<file path="src/shared/rstc_pkg.sv">
// Package with register map, field positions, reset values and timing counts of the reset controller.
package rstc_pkg;

	// Register offsets on the plain register port (byte addresses).
	localparam logic [7:0] MODE_OFS = 8'h00;
	localparam logic [7:0] STATUS_OFS = 8'h04;
	localparam logic [7:0] CMD_OFS = 8'h08;
	localparam logic [7:0] IRQ_STAT_OFS = 8'h0C;
	localparam logic [7:0] IRQ_EN_OFS = 8'h10;
	localparam logic [7:0] IRQ_CLR_OFS = 8'h14;

	// Mode register fields.
	localparam int URST_EN_BIT = 0;
	localparam int URST_IRQ_EN_BIT = 4;
	localparam int PIN_LEN_LSB = 8;
	localparam int PIN_LEN_W = 4;
	localparam logic [31:0] MODE_RST = 32'h0000_0001;

	// Status register fields.
	localparam int URST_FLAG_BIT = 0;
	localparam int EXT_LEVEL_BIT = 16;
	localparam int BUSY_BIT = 17;

	// Command register fields and key.
	localparam int PROC_RST_BIT = 0;
	localparam int PERIPH_RST_BIT = 2;
	localparam int PIN_RST_BIT = 3;
	localparam int CMD_KEY_LSB = 24;
	localparam logic [7:0] CMD_KEY = 8'hA5;

	// Interrupt event bits.
	localparam int IRQ_W = 2;
	localparam int EV_URST = 0;
	localparam int EV_SWRST = 1;

	// Oscillator startup wait, in slow clock cycles (slow clock enable ticks).
	localparam int STARTUP_SLOW_CYCLES = 64;
	// Slow clock rate and the reference rate; the divider makes one enable per slow cycle.
	localparam int REF_CLK_HZ = 125_000_000;
	localparam int SLOW_CLK_HZ = 32_768;
	localparam int SLOW_DIV = REF_CLK_HZ / SLOW_CLK_HZ;
	// Reset outputs stay asserted this many slow cycles after their cause.
	localparam int RST_HOLD_SLOW = 3;

	// Register port carrier.
	typedef struct packed {
		logic [7:0] addr;
		logic [31:0] wdata;
		logic wr;
		logic rd;
	} reg_req_t;

	// Reset output carrier, all active low.
	typedef struct packed {
		logic proc_rst_n;
		logic periph_rst_n;
	} rst_out_t;

	typedef enum logic [1:0] {
		ST_STARTUP,
		ST_RUN,
		ST_RESET
	} rst_state_t;

endpackage : rstc_pkg

</file>
<file path="src/core/reset_controller_pin_manager.sv">
// Reset controller with startup counter, reset state manager and external reset pin manager.
// Contract
// - Startup, reset state and pin timing advance only on the slow clock enable; registers and interrupts run every reference cycle.
// - Processor reset output also resets the watchdog timer.
// - Peripheral reset output resets every embedded peripheral.
// - Resets assert on external pin events or software reset commands.
// - State manager requests pin assertion; pin manager then drives pin low.
// - Pin low assertion lasts a software programmed number of slow cycles; the pin manager drives it for the programmed length plus one.
// - Startup counter holds resets until oscillator startup time elapsed.
// - Pin sampled every slow cycle; low level reports a user reset.
// - User reset enable cleared means low pin triggers no reset.
// - Status bit shows current sampled pin level at any time.
// - User reset event flag sets as soon as pin assertion detected.
// - Event flag holds until status register read; the read clears it.
// - Interrupt enable set makes pin assertion raise interrupt instead of reset.
`timescale 1ns/1ps
module reset_controller_pin_manager
	import rstc_pkg::*;
#(
	parameter int SLOW_DIV_P = SLOW_DIV,
	parameter int STARTUP_P = STARTUP_SLOW_CYCLES
) (
	input wire logic ref_clk,
	input wire logic nrst,
	input wire reg_req_t reg_req,
	output logic [31:0] rdata,
	input wire logic ext_reset_pin_in,
	output logic ext_reset_pin_out,
	output logic ext_reset_pin_oe,
	output rst_out_t rst_out,
	output logic wdt_rst_n,
	output logic irq
);

	logic [15:0] div_q;
	logic slow_en_q;
	logic [15:0] start_q;
	rst_state_t state_q;
	logic [2:0] hold_q;

	logic [1:0] sync_q;
	logic pin_prev_q;

	logic [31:0] reset_mode_reg_q;
	logic user_reset_event_flag_q;
	logic [IRQ_W-1:0] irq_stat_q;
	logic [IRQ_W-1:0] irq_en_q;
	logic [PIN_LEN_W:0] pin_cnt_q;

	logic pin_req;
	logic sw_req_q;
	logic sw_periph_q;
	logic sw_proc_q;
	logic periph_only_q;

	logic ext_reset_level;
	logic user_reset_enable;
	logic user_reset_irq_enable;
	logic pin_fall;
	logic user_rst;
	logic cmd_ok;
	logic status_rd;
	logic [IRQ_W-1:0] ev;
	logic [IRQ_W-1:0] irq_stat_d;
	logic user_reset_event_flag_d;

	function automatic logic hit(input reg_req_t r, input logic [7:0] ofs, input logic wr);
		hit = (r.addr == ofs) && (wr ? r.wr : r.rd);
	endfunction : hit

	// Processor and watchdog share one decode so they can never drift apart.
	function automatic logic proc_asserted(input rst_state_t st, input logic periph_only);
		proc_asserted = st == ST_STARTUP || (st == ST_RESET && !periph_only);
	endfunction : proc_asserted

	assign ext_reset_level = sync_q[1];
	assign user_reset_enable = reset_mode_reg_q[URST_EN_BIT];
	assign user_reset_irq_enable = reset_mode_reg_q[URST_IRQ_EN_BIT];
	// A pin held low by this block is not taken as a user reset, else it would retrigger itself.
	always_comb begin
		pin_fall = 1'b0;
		user_rst = 1'b0;
		if (slow_en_q) begin
			pin_fall = pin_prev_q && !ext_reset_level;
			user_rst = !ext_reset_level && !ext_reset_pin_oe && user_reset_enable
				&& !user_reset_irq_enable;
		end
	end
	assign cmd_ok = hit(reg_req, CMD_OFS, 1'b1)
		&& reg_req.wdata[CMD_KEY_LSB +: 8] == CMD_KEY;
	assign status_rd = hit(reg_req, STATUS_OFS, 1'b0);
	assign ev[EV_URST] = pin_fall && user_reset_irq_enable;
	assign ev[EV_SWRST] = cmd_ok && (reg_req.wdata[PROC_RST_BIT] || reg_req.wdata[PERIPH_RST_BIT]);

	// Slow clock enable divider.
	always_ff @(posedge ref_clk or negedge nrst) begin
		if (!nrst) begin
			div_q <= 16'h0000;
		end else if (div_q == 16'(SLOW_DIV_P - 1)) begin
			div_q <= 16'h0000;
		end else begin
			div_q <= div_q + 16'h0001;
		end
	end

	// One enable pulse per slow cycle; every slow rate in the block keys off it.
	always_ff @(posedge ref_clk or negedge nrst) begin
		if (!nrst) begin
			slow_en_q <= 1'b0;
		end else begin
			slow_en_q <= div_q == 16'(SLOW_DIV_P - 1);
		end
	end

	// Pin synchroniser; only the second stage is read.
	always_ff @(posedge ref_clk or negedge nrst) begin
		if (!nrst) begin
			sync_q <= 2'b11;
		end else begin
			sync_q <= {sync_q[0], ext_reset_pin_in};
		end
	end

	// Level at the previous slow cycle; reset high so no false edge follows reset.
	always_ff @(posedge ref_clk or negedge nrst) begin
		if (!nrst) begin
			pin_prev_q <= 1'b1;
		end else if (slow_en_q) begin
			pin_prev_q <= ext_reset_level;
		end
	end

	// Mode register.
	always_ff @(posedge ref_clk or negedge nrst) begin
		if (!nrst) begin
			reset_mode_reg_q <= MODE_RST;
		end else if (hit(reg_req, MODE_OFS, 1'b1)) begin
			reset_mode_reg_q <= reg_req.wdata;
		end
	end

	// Interrupt enable register.
	always_ff @(posedge ref_clk or negedge nrst) begin
		if (!nrst) begin
			irq_en_q <= '0;
		end else if (hit(reg_req, IRQ_EN_OFS, 1'b1)) begin
			irq_en_q <= reg_req.wdata[IRQ_W-1:0];
		end
	end

	// Event flag: the set wins over the clear by read, so no pin event is lost.
	always_comb begin
		user_reset_event_flag_d = user_reset_event_flag_q;
		if (status_rd) begin
			user_reset_event_flag_d = 1'b0;
		end
		if (pin_fall) begin
			user_reset_event_flag_d = 1'b1;
		end
	end

	always_ff @(posedge ref_clk or negedge nrst) begin
		if (!nrst) begin
			user_reset_event_flag_q <= 1'b0;
		end else begin
			user_reset_event_flag_q <= user_reset_event_flag_d;
		end
	end

	// Sticky interrupt status with write-one-to-clear register; an event in the clear cycle stays.
	always_comb begin
		irq_stat_d = irq_stat_q;
		if (hit(reg_req, IRQ_CLR_OFS, 1'b1)) begin
			irq_stat_d = irq_stat_q & ~reg_req.wdata[IRQ_W-1:0];
		end
		irq_stat_d = irq_stat_d | ev;
	end

	always_ff @(posedge ref_clk or negedge nrst) begin
		if (!nrst) begin
			irq_stat_q <= '0;
		end else begin
			irq_stat_q <= irq_stat_d;
		end
	end

	always_ff @(posedge ref_clk or negedge nrst) begin
		if (!nrst) begin
			irq <= 1'b0;
		end else begin
			irq <= |(irq_stat_q & irq_en_q);
		end
	end

	// Software commands are latched and taken on the next slow cycle.
	// A command that lands while a reset sequence runs is dropped at that slow cycle.
	always_ff @(posedge ref_clk or negedge nrst) begin
		if (!nrst) begin
			sw_req_q <= 1'b0;
		end else if (cmd_ok) begin
			sw_req_q <= reg_req.wdata[PIN_RST_BIT];
		end else if (slow_en_q) begin
			sw_req_q <= 1'b0;
		end
	end

	always_ff @(posedge ref_clk or negedge nrst) begin
		if (!nrst) begin
			sw_proc_q <= 1'b0;
		end else if (cmd_ok) begin
			sw_proc_q <= reg_req.wdata[PROC_RST_BIT];
		end else if (slow_en_q) begin
			sw_proc_q <= 1'b0;
		end
	end

	always_ff @(posedge ref_clk or negedge nrst) begin
		if (!nrst) begin
			sw_periph_q <= 1'b0;
		end else if (cmd_ok) begin
			sw_periph_q <= reg_req.wdata[PERIPH_RST_BIT];
		end else if (slow_en_q) begin
			sw_periph_q <= 1'b0;
		end
	end

	// Reset state manager with startup counter.
	always_ff @(posedge ref_clk or negedge nrst) begin
		if (!nrst) begin
			state_q <= ST_STARTUP;
			start_q <= 16'h0000;
			hold_q <= 3'h0;
			periph_only_q <= 1'b0;
		end else if (slow_en_q) begin
			case (state_q)
				ST_STARTUP: begin
					if (start_q == 16'(STARTUP_P - 1)) begin
						state_q <= ST_RUN;
					end else begin
						start_q <= start_q + 16'h0001;
					end
				end
				ST_RUN: begin
					if (user_rst || sw_proc_q || sw_periph_q) begin
						state_q <= ST_RESET;
						hold_q <= 3'h0;
						periph_only_q <= sw_periph_q && !sw_proc_q && !user_rst;
					end
				end
				ST_RESET: begin
					if (hold_q == 3'(RST_HOLD_SLOW - 1)) begin
						state_q <= ST_RUN;
					end else begin
						hold_q <= hold_q + 3'h1;
					end
				end
				default: state_q <= ST_STARTUP;
			endcase
		end
	end

	// Reset outputs, registered.
	always_ff @(posedge ref_clk or negedge nrst) begin
		if (!nrst) begin
			rst_out <= '0;
		end else begin
			rst_out.proc_rst_n <= !proc_asserted(state_q, periph_only_q);
			rst_out.periph_rst_n <= state_q == ST_RUN;
		end
	end

	// Watchdog reset follows the processor reset exactly.
	always_ff @(posedge ref_clk or negedge nrst) begin
		if (!nrst) begin
			wdt_rst_n <= 1'b0;
		end else begin
			wdt_rst_n <= !proc_asserted(state_q, periph_only_q);
		end
	end

	// Pin assertion request: software pin reset, user reset or software processor reset; a peripheral-only reset does not drive the pin.
	always_comb begin
		pin_req = 1'b0;
		if (slow_en_q && state_q == ST_RUN) begin
			pin_req = sw_req_q || user_rst || sw_proc_q;
		end
	end

	// Pin drive value: low whenever the enable is up, high only inside reset.
	always_ff @(posedge ref_clk or negedge nrst) begin
		if (!nrst) begin
			ext_reset_pin_out <= 1'b1;
		end else begin
			ext_reset_pin_out <= 1'b0;
		end
	end

	// Pin manager: drives low for the programmed length plus one slow cycle.
	always_ff @(posedge ref_clk or negedge nrst) begin
		if (!nrst) begin
			pin_cnt_q <= '0;
			ext_reset_pin_oe <= 1'b0;
		end else begin
			if (pin_req && !ext_reset_pin_oe) begin
				pin_cnt_q <= {1'b0, reset_mode_reg_q[PIN_LEN_LSB +: PIN_LEN_W]};
				ext_reset_pin_oe <= 1'b1;
			end else if (slow_en_q && ext_reset_pin_oe) begin
				if (pin_cnt_q == '0) begin
					ext_reset_pin_oe <= 1'b0;
				end else begin
					pin_cnt_q <= pin_cnt_q - 1'b1;
				end
			end
		end
	end

	// Read data, one cycle after the read strobe.
	always_ff @(posedge ref_clk or negedge nrst) begin
		if (!nrst) begin
			rdata <= 32'h0000_0000;
		end else if (reg_req.rd) begin
			case (reg_req.addr)
				MODE_OFS: begin
					rdata <= reset_mode_reg_q;
				end
				STATUS_OFS: begin
					rdata <= (32'(user_reset_event_flag_q) << URST_FLAG_BIT)
						| (32'(ext_reset_level) << EXT_LEVEL_BIT)
						| (32'(state_q != ST_RUN) << BUSY_BIT);
				end
				IRQ_STAT_OFS: begin
					rdata <= 32'(irq_stat_q);
				end
				IRQ_EN_OFS: begin
					rdata <= 32'(irq_en_q);
				end
				default: begin
					rdata <= 32'h0000_0000;
				end
			endcase
		end else begin
			rdata <= 32'h0000_0000;
		end
	end

endmodule : reset_controller_pin_manager

</file>
<file path="config.mk">
export PLATFORM = sky130hd
export DESIGN_NAME = reset_controller_pin_manager
export DESIGN_NICKNAME = d
export VERILOG_FILES = /design/src/shared/rstc_pkg.sv /design/src/core/reset_controller_pin_manager.sv
export SDC_FILE = /design/constraint.sdc
export NUM_CORES = 1
export LEC_CHECK = 0
export CORE_MARGIN = 2
export CORE_UTILIZATION = 45
export CTS_CLUSTER_DIAMETER = 100
export DETAILED_ROUTE_END_ITERATION = 8
export DONT_BUFFER_PORTS = 1
export GPL_ROUTABILITY_DRIVEN = 0
export PLACE_DENSITY_LB_ADDON = 0.05
export SLEW_MARGIN = 20
export SYNTH_ARGS = -nofsm -noshare
export SYNTH_HDL_FRONTEND = slang
export SYNTH_SLANG_ARGS = --single-unit
</file>
<file path="constraint.sdc">
create_clock -name ref_clk -period 3.8 [get_ports ref_clk]
set_input_delay 0 -clock ref_clk [delete_from_list [all_inputs] [get_ports ref_clk]]
set_output_delay 0 -clock ref_clk [all_outputs]
set_load 0.005 [all_outputs]
</file>
==> impl_results.md, run 1 <==
* Lkg Pwr at 0.003242 µW
* Via count at 3323
* Area growth, synth to finish at 24.24%
* Reg2reg end: pin_cnt_q[2]
* Startpoint types: input port
* Cts bufs inserted at 17
* Vias in the first global route at 3479
* Layout cell share with drive strength beyond 1 at 12.07%
* Avg Cell Area, Syn at 12.63 µm²
* Post-Syn Area at 5265 µm²
* Height of the chip at 112.2 µm
* Clock tree buffer depth at 2
* Critical-path cell list: dlygate4sd3_1 > nor4b_2 > dlygate4sd3_1 > nand4_1 > dlygate4sd3_1 > a32o_1
* IO Count at 83
* Syn Nets at 469
* Total wire length at 10300 µm
* Largest net degree at the start of global routing at 125
* Pre-CTS setup slack at 1841 ps
* Worst Setup EP: irq_stat_q[0]
* CTS root buf: clkbuf_16
* Gr ovfl total at 0
* Area taken by multi-input logic gates at 2026 µm²
* I/O Buffers at 0
* Setup TNS after final layout at 0 ps
* Die area at 12580 µm²
* Site row count at 39
* Hold crit path type: in -> reg
* Flop2flop setup slack at 1880 ps
* Core area at 11420 µm²
* Pint at 2576 µW
* Relative slew slack at 57.00%
* R2r worst-path depth at 4
* Top cell by count, worst path: dlygate4sd3_1
* Mean routed wirelength per cell at 16.30 µm
* Final Hold Fails at 0
* Final Critical Period at 2156 ps
* Die Wd at 112.2 µm
* Most common cell after layout, fill and taps aside: dfrtp_1
* Sw Share at 19.03%
* H-tree levels at 4
* Post-Synthesis Cells at 417
* Reg area at 3109 µm²
* Worst setup margin at 1644 ps
* Initial antenna violation count at 0
* Final setup fails at 0
* Antenna Cells at 0
* Worst EP required at 4100 ps
* Distinct cells, synth at 60
* # DRC at 0
* TritonCTS clock tree: built
* 1st-iter DRT viols at 185
* Max incr delay on CP at 680 ps
* Logic pwr share at 3.0%
* Arr. time, crit path at 2450 ps
* Max cap viols at 0
* Clock share of power at 54.4%
* Yosys warning count at 0
* GRT Overall Usage at 17.63%
* Fill cells at 968
* Worst-Margin Slew at 641.5 ps
* Status: finished clean
* CP Depth at 6
* Power density over cell area at 486.4 nW/µm²
* RSZ-0062 raised after global routing: no
* CP max FO at 4
* Inst Count DP at 549
* Number of flops mapped to enable cells by yosys at 0
* DRT Pass-1 Iters at 4
* Via/cell ratio at 5.258
* Antenna-violating nets left at 0
* Async SR Flop Fraction at 100.0%
* Clk_skew at 11.97 ps
* Crit-path slowest cell: dlygate4sd3_1
* Sequential area share after synthesis at 59.05%
* Clock latency on the worst-skew pair at 410 ps
* Post-Layout Cell Count at 632
* Period utilization at 56.73%
* Hold slack at 70.32 ps
* CP delay by family, top: buffers and inverters
* CTS sink count at 124
* Yosys reg bits at 124
* RR Startpoint: slow_en_q
* Initial Util at 46.11%
* Most frequent cells in the layout: dfrtp_1 (119), dlygate4sd3_1 (50), and3_1 (33)
* Post-CTS Resized at 0
* Crit path kind: in -> reg
* Slew Limit Fails at 0
* CP startpoint: reg_req[34]
* First-pass GRT wire length at 17400 µm
* # nets final at 528
* Crit. End Element: flop
* DPL Wire Length at 6426 µm
* Top_reg_cell synth: dfrtp_1
* Worst vdd ir at 0.4300 mV
* P_sw at 605.4 µW
* Register share of total power at 42.5%
* Clk slew on worst S/H paths at 50 ps
* F_max at 463.8 MHz
* Crit path buf inv count at 3
==> cells in the mapped netlist (all sizes together) (2+ instances only) <==
cell / n / area [µm²]
nor2: 29 / 108.9
xnor2: 14 / 122.6
mux2: 42 / 473.0
a21o: 2 / 15.01
clkbuf: 5 / 18.77
nor3b: 5 / 42.54
nand4: 10 / 68.81
a211oi: 2 / 20.02
o311ai: 2 / 17.52
and3: 33 / 206.5
nand3b: 3 / 22.52
or4b: 2 / 23.77
ha: 7 / 87.58
nor4b: 5 / 71.32
nor3: 10 / 55.05
buf: 9 / 73.82
dfrtp: 119 / 2978
and2: 2 / 12.51
nor2b: 7 / 43.79
a21oi: 3 / 15.01
nand2: 15 / 56.30
o21ai: 5 / 25.02
xor2: 16 / 140.1
a22o: 3 / 26.28
nand2b: 5 / 31.28
nand3: 14 / 70.07
and4: 5 / 43.79
inv: 10 / 37.54
a31oi: 3 / 18.77
o211ai: 2 / 15.01
a32oi: 2 / 17.52
dfstp: 5 / 131.4
nor4: 6 / 52.55
==> cells by family (layout without fill, tap and decap cells) <==
kind of cell / after synthesis / in the layout / share of synthesized area, %
AOI/OAI and AO/OA: 31 / 31 / 4.325
and+or+nand+nor: 157 / 157 / 18.25
DFF: 124 / 124 / 59.05
buffers and inverters: 24 / 96 / 2.472
other: 1 / 1 / 0.07122
adders and majority gates: 7 / 7 / 1.663
muxes: 43 / 43 / 9.173
xor gates and xnor gates: 30 / 30 / 4.990
==> what timing repair did <==
item,4_1_cts,5_1_grt
hold endpoints to repair,178,0
buffers inserted,0,0
hold buffers,51,0
==> worst min path at each step <==
stage	start	end	slack, ps	cells past startpoint
finish	reg_req[38]	reset_mode_reg_q[29]	70	2
global route	reg_req[38]	reset_mode_reg_q[28]	80	2
CTS	reg_req[36]	rdata[26]	50	3
detailed placement	nrst	start_q[10]	-290	0
global placement	nrst	start_q[10]	-290	0
floorplan	nrst	div_q[0]	-300	0
==> cell type report <==
type                    instances  area share, %
flip-flops and latches        124          47.53
multi-input cells             269          30.97
repair buffers                 54          8.416
clock buffers                  26          7.785
well taps                     143          2.735
clock inverters                 6          1.989
inverters                      10         0.5738
==> state kept, by name, summed over array words and instances (netlist names), 2 cells and up <==
name              count
pin_cnt_q             5
state_q               2
irq_stat_q            2
hold_q                3
sync_q                2
start_q              16
div_q                16
rdata                32
irq_en_q              2
reset_mode_reg_q     32
==> worst register-to-register path: stages, from the launching register on <==
cell,delay [ps]
dfrtp_1,670
nand4bb_1,250
a211oi_2,570
mux2_2,260
o21ai_0,60
==> stage by stage <==
stage               total power (µW)  area (µm²)  utilization (%)
floorplan                       1395        5265                -
global placement                1401        5374            47.06
detailed placement              1402        5374            47.06
CTS                             3227        6541            57.29
global route                    3301        6541            57.29
finish                          3182        6541            57.29
==> per-layer routing <==
metal  vias up  GRT usage (%)  wire length, µm
met4         0          6.341              149
met1      1645          24.18             4969
met5         -              0                0
met2        66          25.46             4635
li1       1602              -                -
met3        10          7.127              548
==> power by group through the flow <==
stage               clock network, µW  registers [µW]  logic (µW)
CTS                              1780            1350        99.0
finish                           1730            1350        96.6
global placement                    0            1370        26.4
detailed placement                  0            1380        26.9
floorplan                           0            1370        24.0
global route                     1840            1350         108
Power figures use the tool's default switching activity.
==> inputs of run 2 (changes only) <==
==> constraint.sdc (replaced) <==
create_clock -name ref_clk -period 2.1 [get_ports ref_clk]
set_input_delay 0 -clock ref_clk [delete_from_list [all_inputs] [get_ports ref_clk]]
set_output_delay 0 -clock ref_clk [all_outputs]
set_load 0.005 [all_outputs]
==> run 2 against run 1 <==
The flow now finishes with violations (hold timing). Clock power increased by 73%. Power is 75% higher. Highest routed layer unchanged. Via count is 0.81% lower. Die area did not move. Routed wire length rose by 0.23%. Count of clock-buffer cells in the layout is 1 lower. Final cell count unchanged. First-iteration DRC count rose by 14%. Non-clock buffer count stayed put. Hold slack worse by 780 ps. Clock skew decreased by 4.7 ps. Critical endpoint is now rdata[16].
==> impl_results.md, run 2 (synthesis gave the netlist of run 1 again) <==
* Status: finished, violations left
* Failing checks: hold timing
* Post-CTS Resized at 0 (unchanged)
* Core area at 11420 µm² (unchanged)
* Largest net degree at the start of global routing at 125 (unchanged)
* DPL Wire Length at 6512 µm (+1.3%)
* Arr. time, crit path at 2130 ps (-320 ps)
* Via/cell ratio at 5.215 (-0.81%)
* Hold slack at -710.7 ps (-781.0 ps)
* 1st-iter DRT viols at 211 (+14%)
* Final Instance Area at 6497 µm² (-0.67%)
* Flop2flop setup slack at 360 ps (-1520 ps)
* Top cell by count, worst path: dlygate4sd3_1
* # nets final at 528 (unchanged)
* Pre-CTS setup slack at 360.7 ps (-1481 ps)
* Placement Cell Area at 5431 µm² (+1.1%)
* Final Hold Fails at 124 (+124)
* Finished Core Util at 56.90% (-0.38 points)
* Clock tree buffer depth at 2 (unchanged)
* DRT Pass-1 Iters at 4 (unchanged)
* First-pass GRT wire length at 17480 µm (+0.44%)
* Post-Layout Cell Count at 632 (unchanged)
* Gr ovfl total at 0 (unchanged)
* Crit. End Element: flop
* Final Critical Period at 1834 ps
* Power density over cell area at 855.6 nW/µm² (+76%)
* CP max FO at 3 (-1)
* CP delay by family, top: buffers and inverters
* Height of the chip at 112.2 µm (unchanged)
* I/O Buffers at 0 (unchanged)
* Antenna-violating nets left at 0 (unchanged)
* F_max at 545.3 MHz
* IO Count at 83 (unchanged)
* Relative slew slack at 60.25% (+3.3 points)
* Cts bufs inserted at 17 (unchanged)
* Die area at 12580 µm² (unchanged)
* TritonCTS clock tree: built
* Crit path kind: in -> reg
* Area growth, synth to finish at 23.41%
* Clk slew on worst S/H paths at 50 ps (about the same)
* Lkg Pwr at 0.003223 µW (-0.57%)
* Slew Limit Fails at 0 (unchanged)
* Reg2reg end: rdata[17]
* H-tree levels at 4 (unchanged)
* # hold bufs at CTS at 45 (-12%)
* RSZ-0062 raised after global routing: no
* Most common cell after layout, fill and taps aside: dfrtp_1
* Layout cell share with drive strength beyond 1 at 13.11% (+1.0 points)
* Site row count at 39 (unchanged)
* Max cap viols at 0 (unchanged)
* Critical-path cell list: dlygate4sd3_1 > or4b_4 > dlygate4sd3_1 > nor4b_1
* Clk_skew at 7.290 ps (-4.679 ps)
* # DRC at 0 (unchanged)
* Via count at 3296 (-0.81%)
* Biggest regs: rdata (32), reset_mode_reg_q (32)
* GRT Overall Usage at 17.69% (+0.064 points)
* Worst vdd ir at 0.8401 mV (+95%)
* Setup TNS after final layout at 0 ps (unchanged)
* Die Wd at 112.2 µm (unchanged)
* Most frequent cells in the layout: dfrtp_1 (119), dlygate4sd3_1 (45), and3_1 (33)
* CTS root buf: clkbuf_16
* Worst EP required at 2390 ps (-1710 ps)
* Startpoint types: input port
* Initial Util at 46.11% (unchanged)
* Worst setup margin at 266.3 ps (-1378 ps)
* Clock latency on the worst-skew pair at 400 ps (about the same)
* Total wire length at 10330 µm (+0.23%)
* Max incr delay on CP at 640 ps (-40 ps)
* RR Startpoint: state_q[0]
* Crit path buf inv count at 2 (-1)
* Worst-Margin Slew at 594.1 ps (-47.46 ps)
* Mean routed wirelength per cell at 16.34 µm (+0.23%)
* Crit-path slowest cell: dlygate4sd3_1
* Period utilization at 87.32%
* Post CTS Setup Buffer Count at 0 (unchanged)
* CTS sink count at 124 (unchanged)
* Inst Count DP at 555 (+1.1%)
* Hold crit path type: in -> async
* Vias in the first global route at 3492 (+0.37%)
* Final setup fails at 0 (unchanged)
* Initial antenna violation count at 1 (+1)
* R2r worst-path depth at 6 (+2)
[run 2: cell types whose count changed in the layout (fill, tap and decap cells not counted), sizes merged]
cell / previous run / this run
clkbuf: 26 / 25
dlygate4sd3: 50 / 45
buf: 4 / 9
diode: 0 / 1
bufinv: 4 / 3
clkinvlp: 0 / 1
[run 2: routing by layer]
layer / global-route usage, % / wire length [µm]
met1: 23.38 / 4850
met3: 6.911 / 579
met2: 27.39 / 4831
met5: 0 / 0
met4: 4.959 / 64
[run 2: per-stage QoR]
step | power [µW] | hold slack (ps)
final | 5560 | -710.7
after global routing | 5746 | -739.0
after CTS | 5632 | -730.5
after detailed placement | 2538 | -290.8
after global placement | 2535 | -291.3
after floorplan | 2525 | -295.6
[run 2: power breakdown]
group / switching [µW] / leakage [µW] / internal, µW
clock: 976 / 0.000299 / 2010
combinational: 40.6 / 0.00123 / 81.2
sequential: 18.0 / 0.00169 / 2430
total: 1030 / 0.00322 / 4530
[run 2: cell type report]
type	count	area (µm²)
antenna	1	2.502
clock buffer	25	505.5
clock inverter	6	107.6
fill	984	4921
inverter	10	37.54
multi-input combinational	269	2026
sequential	124	3109
tap	143	178.9
timing repair buffer	54	530.5
[run 2: worst max-delay path by stage]
stage	from	end	cells past startpoint
5_1_grt	slow_en_q	start_q[15]	4
6_report	reg_req[39]	rdata[16]	4
3_5_place_dp	start_q[0]	start_q[1]	5
2_1_floorplan	start_q[0]	start_q[1]	6
4_1_cts	reg_req[39]	rdata[16]	4
3_3_place_gp	slow_en_q	start_q[8]	4
==> inputs of run 3 (changes only) <==
--- a/config.mk
+++ b/config.mk
@@ -11,7 +11,7 @@
 export DETAILED_ROUTE_END_ITERATION = 8
 export DONT_BUFFER_PORTS = 1
 export GPL_ROUTABILITY_DRIVEN = 0
-export PLACE_DENSITY_LB_ADDON = 0.05
+export PLACE_DENSITY = 0.71
 export SLEW_MARGIN = 20
 export SYNTH_ARGS = -nofsm -noshare
 export SYNTH_HDL_FRONTEND = slang
==> run 3 against run 2 <==
The flow still finishes with violations (hold timing). Final cell count rose by 0.47%. Design area up 0.40%. Register-to-register slack worse by 130 ps. Hold slack gained 6.2 ps. Combinational power grew 7%. Largest cell class unchanged. Largest power group unchanged.
==> impl_results.md, run 3 (synthesis gave the netlist of run 1 again) <==
* Startpoint types: input port
* CP max FO at 8 (+5)
* Worst-Margin Slew at 510.2 ps (-83.86 ps)
* Crit path kind: in -> reg
* Die Wd at 112.2 µm (unchanged)
* Clock tree buffer depth at 2 (unchanged)
* TritonCTS clock tree: built
* RSZ-0062 raised after global routing: no
* Final Hold Fails at 124 (unchanged)
* Vias in the first global route at 3678 (+5.3%)
* Via/cell ratio at 5.627 (+7.9%)
* GRT Overall Usage at 18.79% (+1.1 points)
* DRT Pass-1 Iters at 5 (+1)
* Gr ovfl total at 0 (unchanged)
* Clk_skew at 14.62 ps (+7.330 ps)
* Setup TNS after final layout at 0 ps (unchanged)
* Antenna Cells at 0 (-1)
* Worst vdd ir at 0.7904 mV (-5.9%)
* Worst EP required at 2450 ps (+60 ps)
* Clk slew on worst S/H paths at 60 ps (about the same)
* Clock share of power at 53.7% (about the same)
* # nets final at 531 (+0.57%)
* Total wire length at 11070 µm (+7.2%)
* Period utilization at 98.49% (+11 points)
* # DRC at 0 (unchanged)
* Sw Share at 22.07% (+3.5 points)
* Initial antenna violation count at 0 (-1)
* Clock latency on the worst-skew pair at 410 ps (about the same)
* Register share of total power at 44.0% (about the same)
* Finished Core Util at 57.13% (+0.23 points)
* Initial Util at 46.11% (unchanged)
* Logic pwr share at 2.3% (about the same)
* R2r worst-path depth at 4 (-2)
* CTS sink count at 124 (unchanged)
* Final Instance Area at 6524 µm² (+0.40%)
* DPL Wire Length at 6785 µm (+4.2%)
* P_sw at 1229 µW (+19%)
* F_max at 483.5 MHz (-11%)
* Failing checks: hold timing
* Die area at 12580 µm² (unchanged)
* Final Critical Period at 2068 ps (+234.5 ps)
* 1st-iter DRT viols at 273 (+29%)
* First-pass GRT wire length at 18690 µm (+6.9%)
* Relative slew slack at 65.99% (+5.7 points)
* Arr. time, crit path at 2420 ps (+290 ps)
* Site row count at 39 (unchanged)
* Layout cell share with drive strength beyond 1 at 13.62% (+0.50 points)
* CTS root buf: clkbuf_16
* Status: finished, violations left
* Core area at 11420 µm² (unchanged)
* Crit. End Element: flop
* Power density over cell area at 853.4 nW/µm² (-0.26%)
* Max cap viols at 0 (unchanged)
* Largest net degree at the start of global routing at 125 (unchanged)
* Lkg Pwr at 0.003238 µW (+0.45%)
* Worst setup margin at 31.79 ps (-234.5 ps)
* Most common cell after layout, fill and taps aside: dfrtp_1
* Via count at 3573 (+8.4%)
* H-tree levels at 4 (unchanged)
* Mean routed wirelength per cell at 17.43 µm (+6.7%)
* Final setup fails at 0 (unchanged)
* IO Count at 83 (unchanged)
* Height of the chip at 112.2 µm (unchanged)
* Slew Limit Fails at 0 (unchanged)
* Placement Cell Area at 5424 µm² (-0.14%)
* Cts bufs inserted at 17 (unchanged)
* Post-CTS Resized at 0 (unchanged)
* Post CTS Setup Buffer Count at 0 (unchanged)
* Biggest regs: rdata (32), reset_mode_reg_q (32)
* Fill cells at 888 (-9.8%)
* Antenna-violating nets left at 0 (unchanged)
* Area growth, synth to finish at 23.91%
* Pint at 4339 µW (-4.1%)
* Pre-CTS setup slack at 275.9 ps (-84.88 ps)
* Most frequent cells in the layout: dfrtp_1 (119), dlygate4sd3_1 (49), and3_1 (33)
* I/O Buffers at 0 (unchanged)
* Hold slack at -704.5 ps (+6.207 ps)
* Hold crit path type: in -> async
run 3: path summary, 6_finish.rpt:
path	startpoint	end	slack, ps
min in group ref_clk	reg_req[36]	rdata[24]	60
worst min register to register	sync_q[0]	sync_q[1]	370
worst min-delay path	nrst	div_q[10]	-700
worst max register to register	slow_en_q	pin_cnt_q[2]	230
worst max-delay path	reg_req[38]	rdata[1]	30
max in group asynchronous	nrst	sync_q[0]	2530
run 3: critical path, cell delays in order:
cell and delay (ps):
dlygate4sd3_1 670, nor3_1 250, dlygate4sd3_1 650, o21ai_0 130, a21oi_1 160, dlygate4sd3_1 560
run 3: metal layers:
metal  global-route usage [%]  up-vias  wire length [µm]
li1                         -     1622                 -
met5                        0        -                 0
met1                    23.28     1782              4637
met4                    9.431        0               303
met2                    29.84      140              5513
met3                    5.940       29               615
run 3: timing repair:
item	in CTS	in global routing
setup endpoints to repair	0	1
hold buffers	48	2
hold endpoints to repair	179	126
run 3: layout make-up:
class / instances / area [µm²] / area share [%]
flip-flops and latches: 124 / 3109 / 47.66
clock inverters: 14 / 170.2 / 2.608
repair buffers: 57 / 563.0 / 8.631
well taps: 143 / 178.9 / 2.743
clock buffers: 18 / 439.2 / 6.732
multi-input cells: 269 / 2026 / 31.05
inverters: 10 / 37.54 / 0.5754
run 3: power by group through the flow:
| stage | clock, µW | combinational (µW) | sequential, µW |
|---|---|---|---|
| 3_5_place_dp | 0 | 50.3 | 2490 |
| 2_1_floorplan | 0 | 43.5 | 2480 |
| 5_1_grt | 3160 | 139 | 2450 |
| 6_report | 2990 | 131 | 2450 |
| 3_3_place_gp | 0 | 47.4 | 2490 |
| 4_1_cts | 3040 | 126 | 2450 |
run 3: through the flow:
step / total power, µW / std cells / hold WS, ps
5_1_grt: 5748 / 635 / -733.4
3_5_place_dp: 2539 / 554 / -288.1
6_report: 5567 / 635 / -704.5
2_1_floorplan: 2525 / 417 / -295.6
4_1_cts: 5613 / 634 / -731.2
3_3_place_gp: 2534 / 554 / -288.6
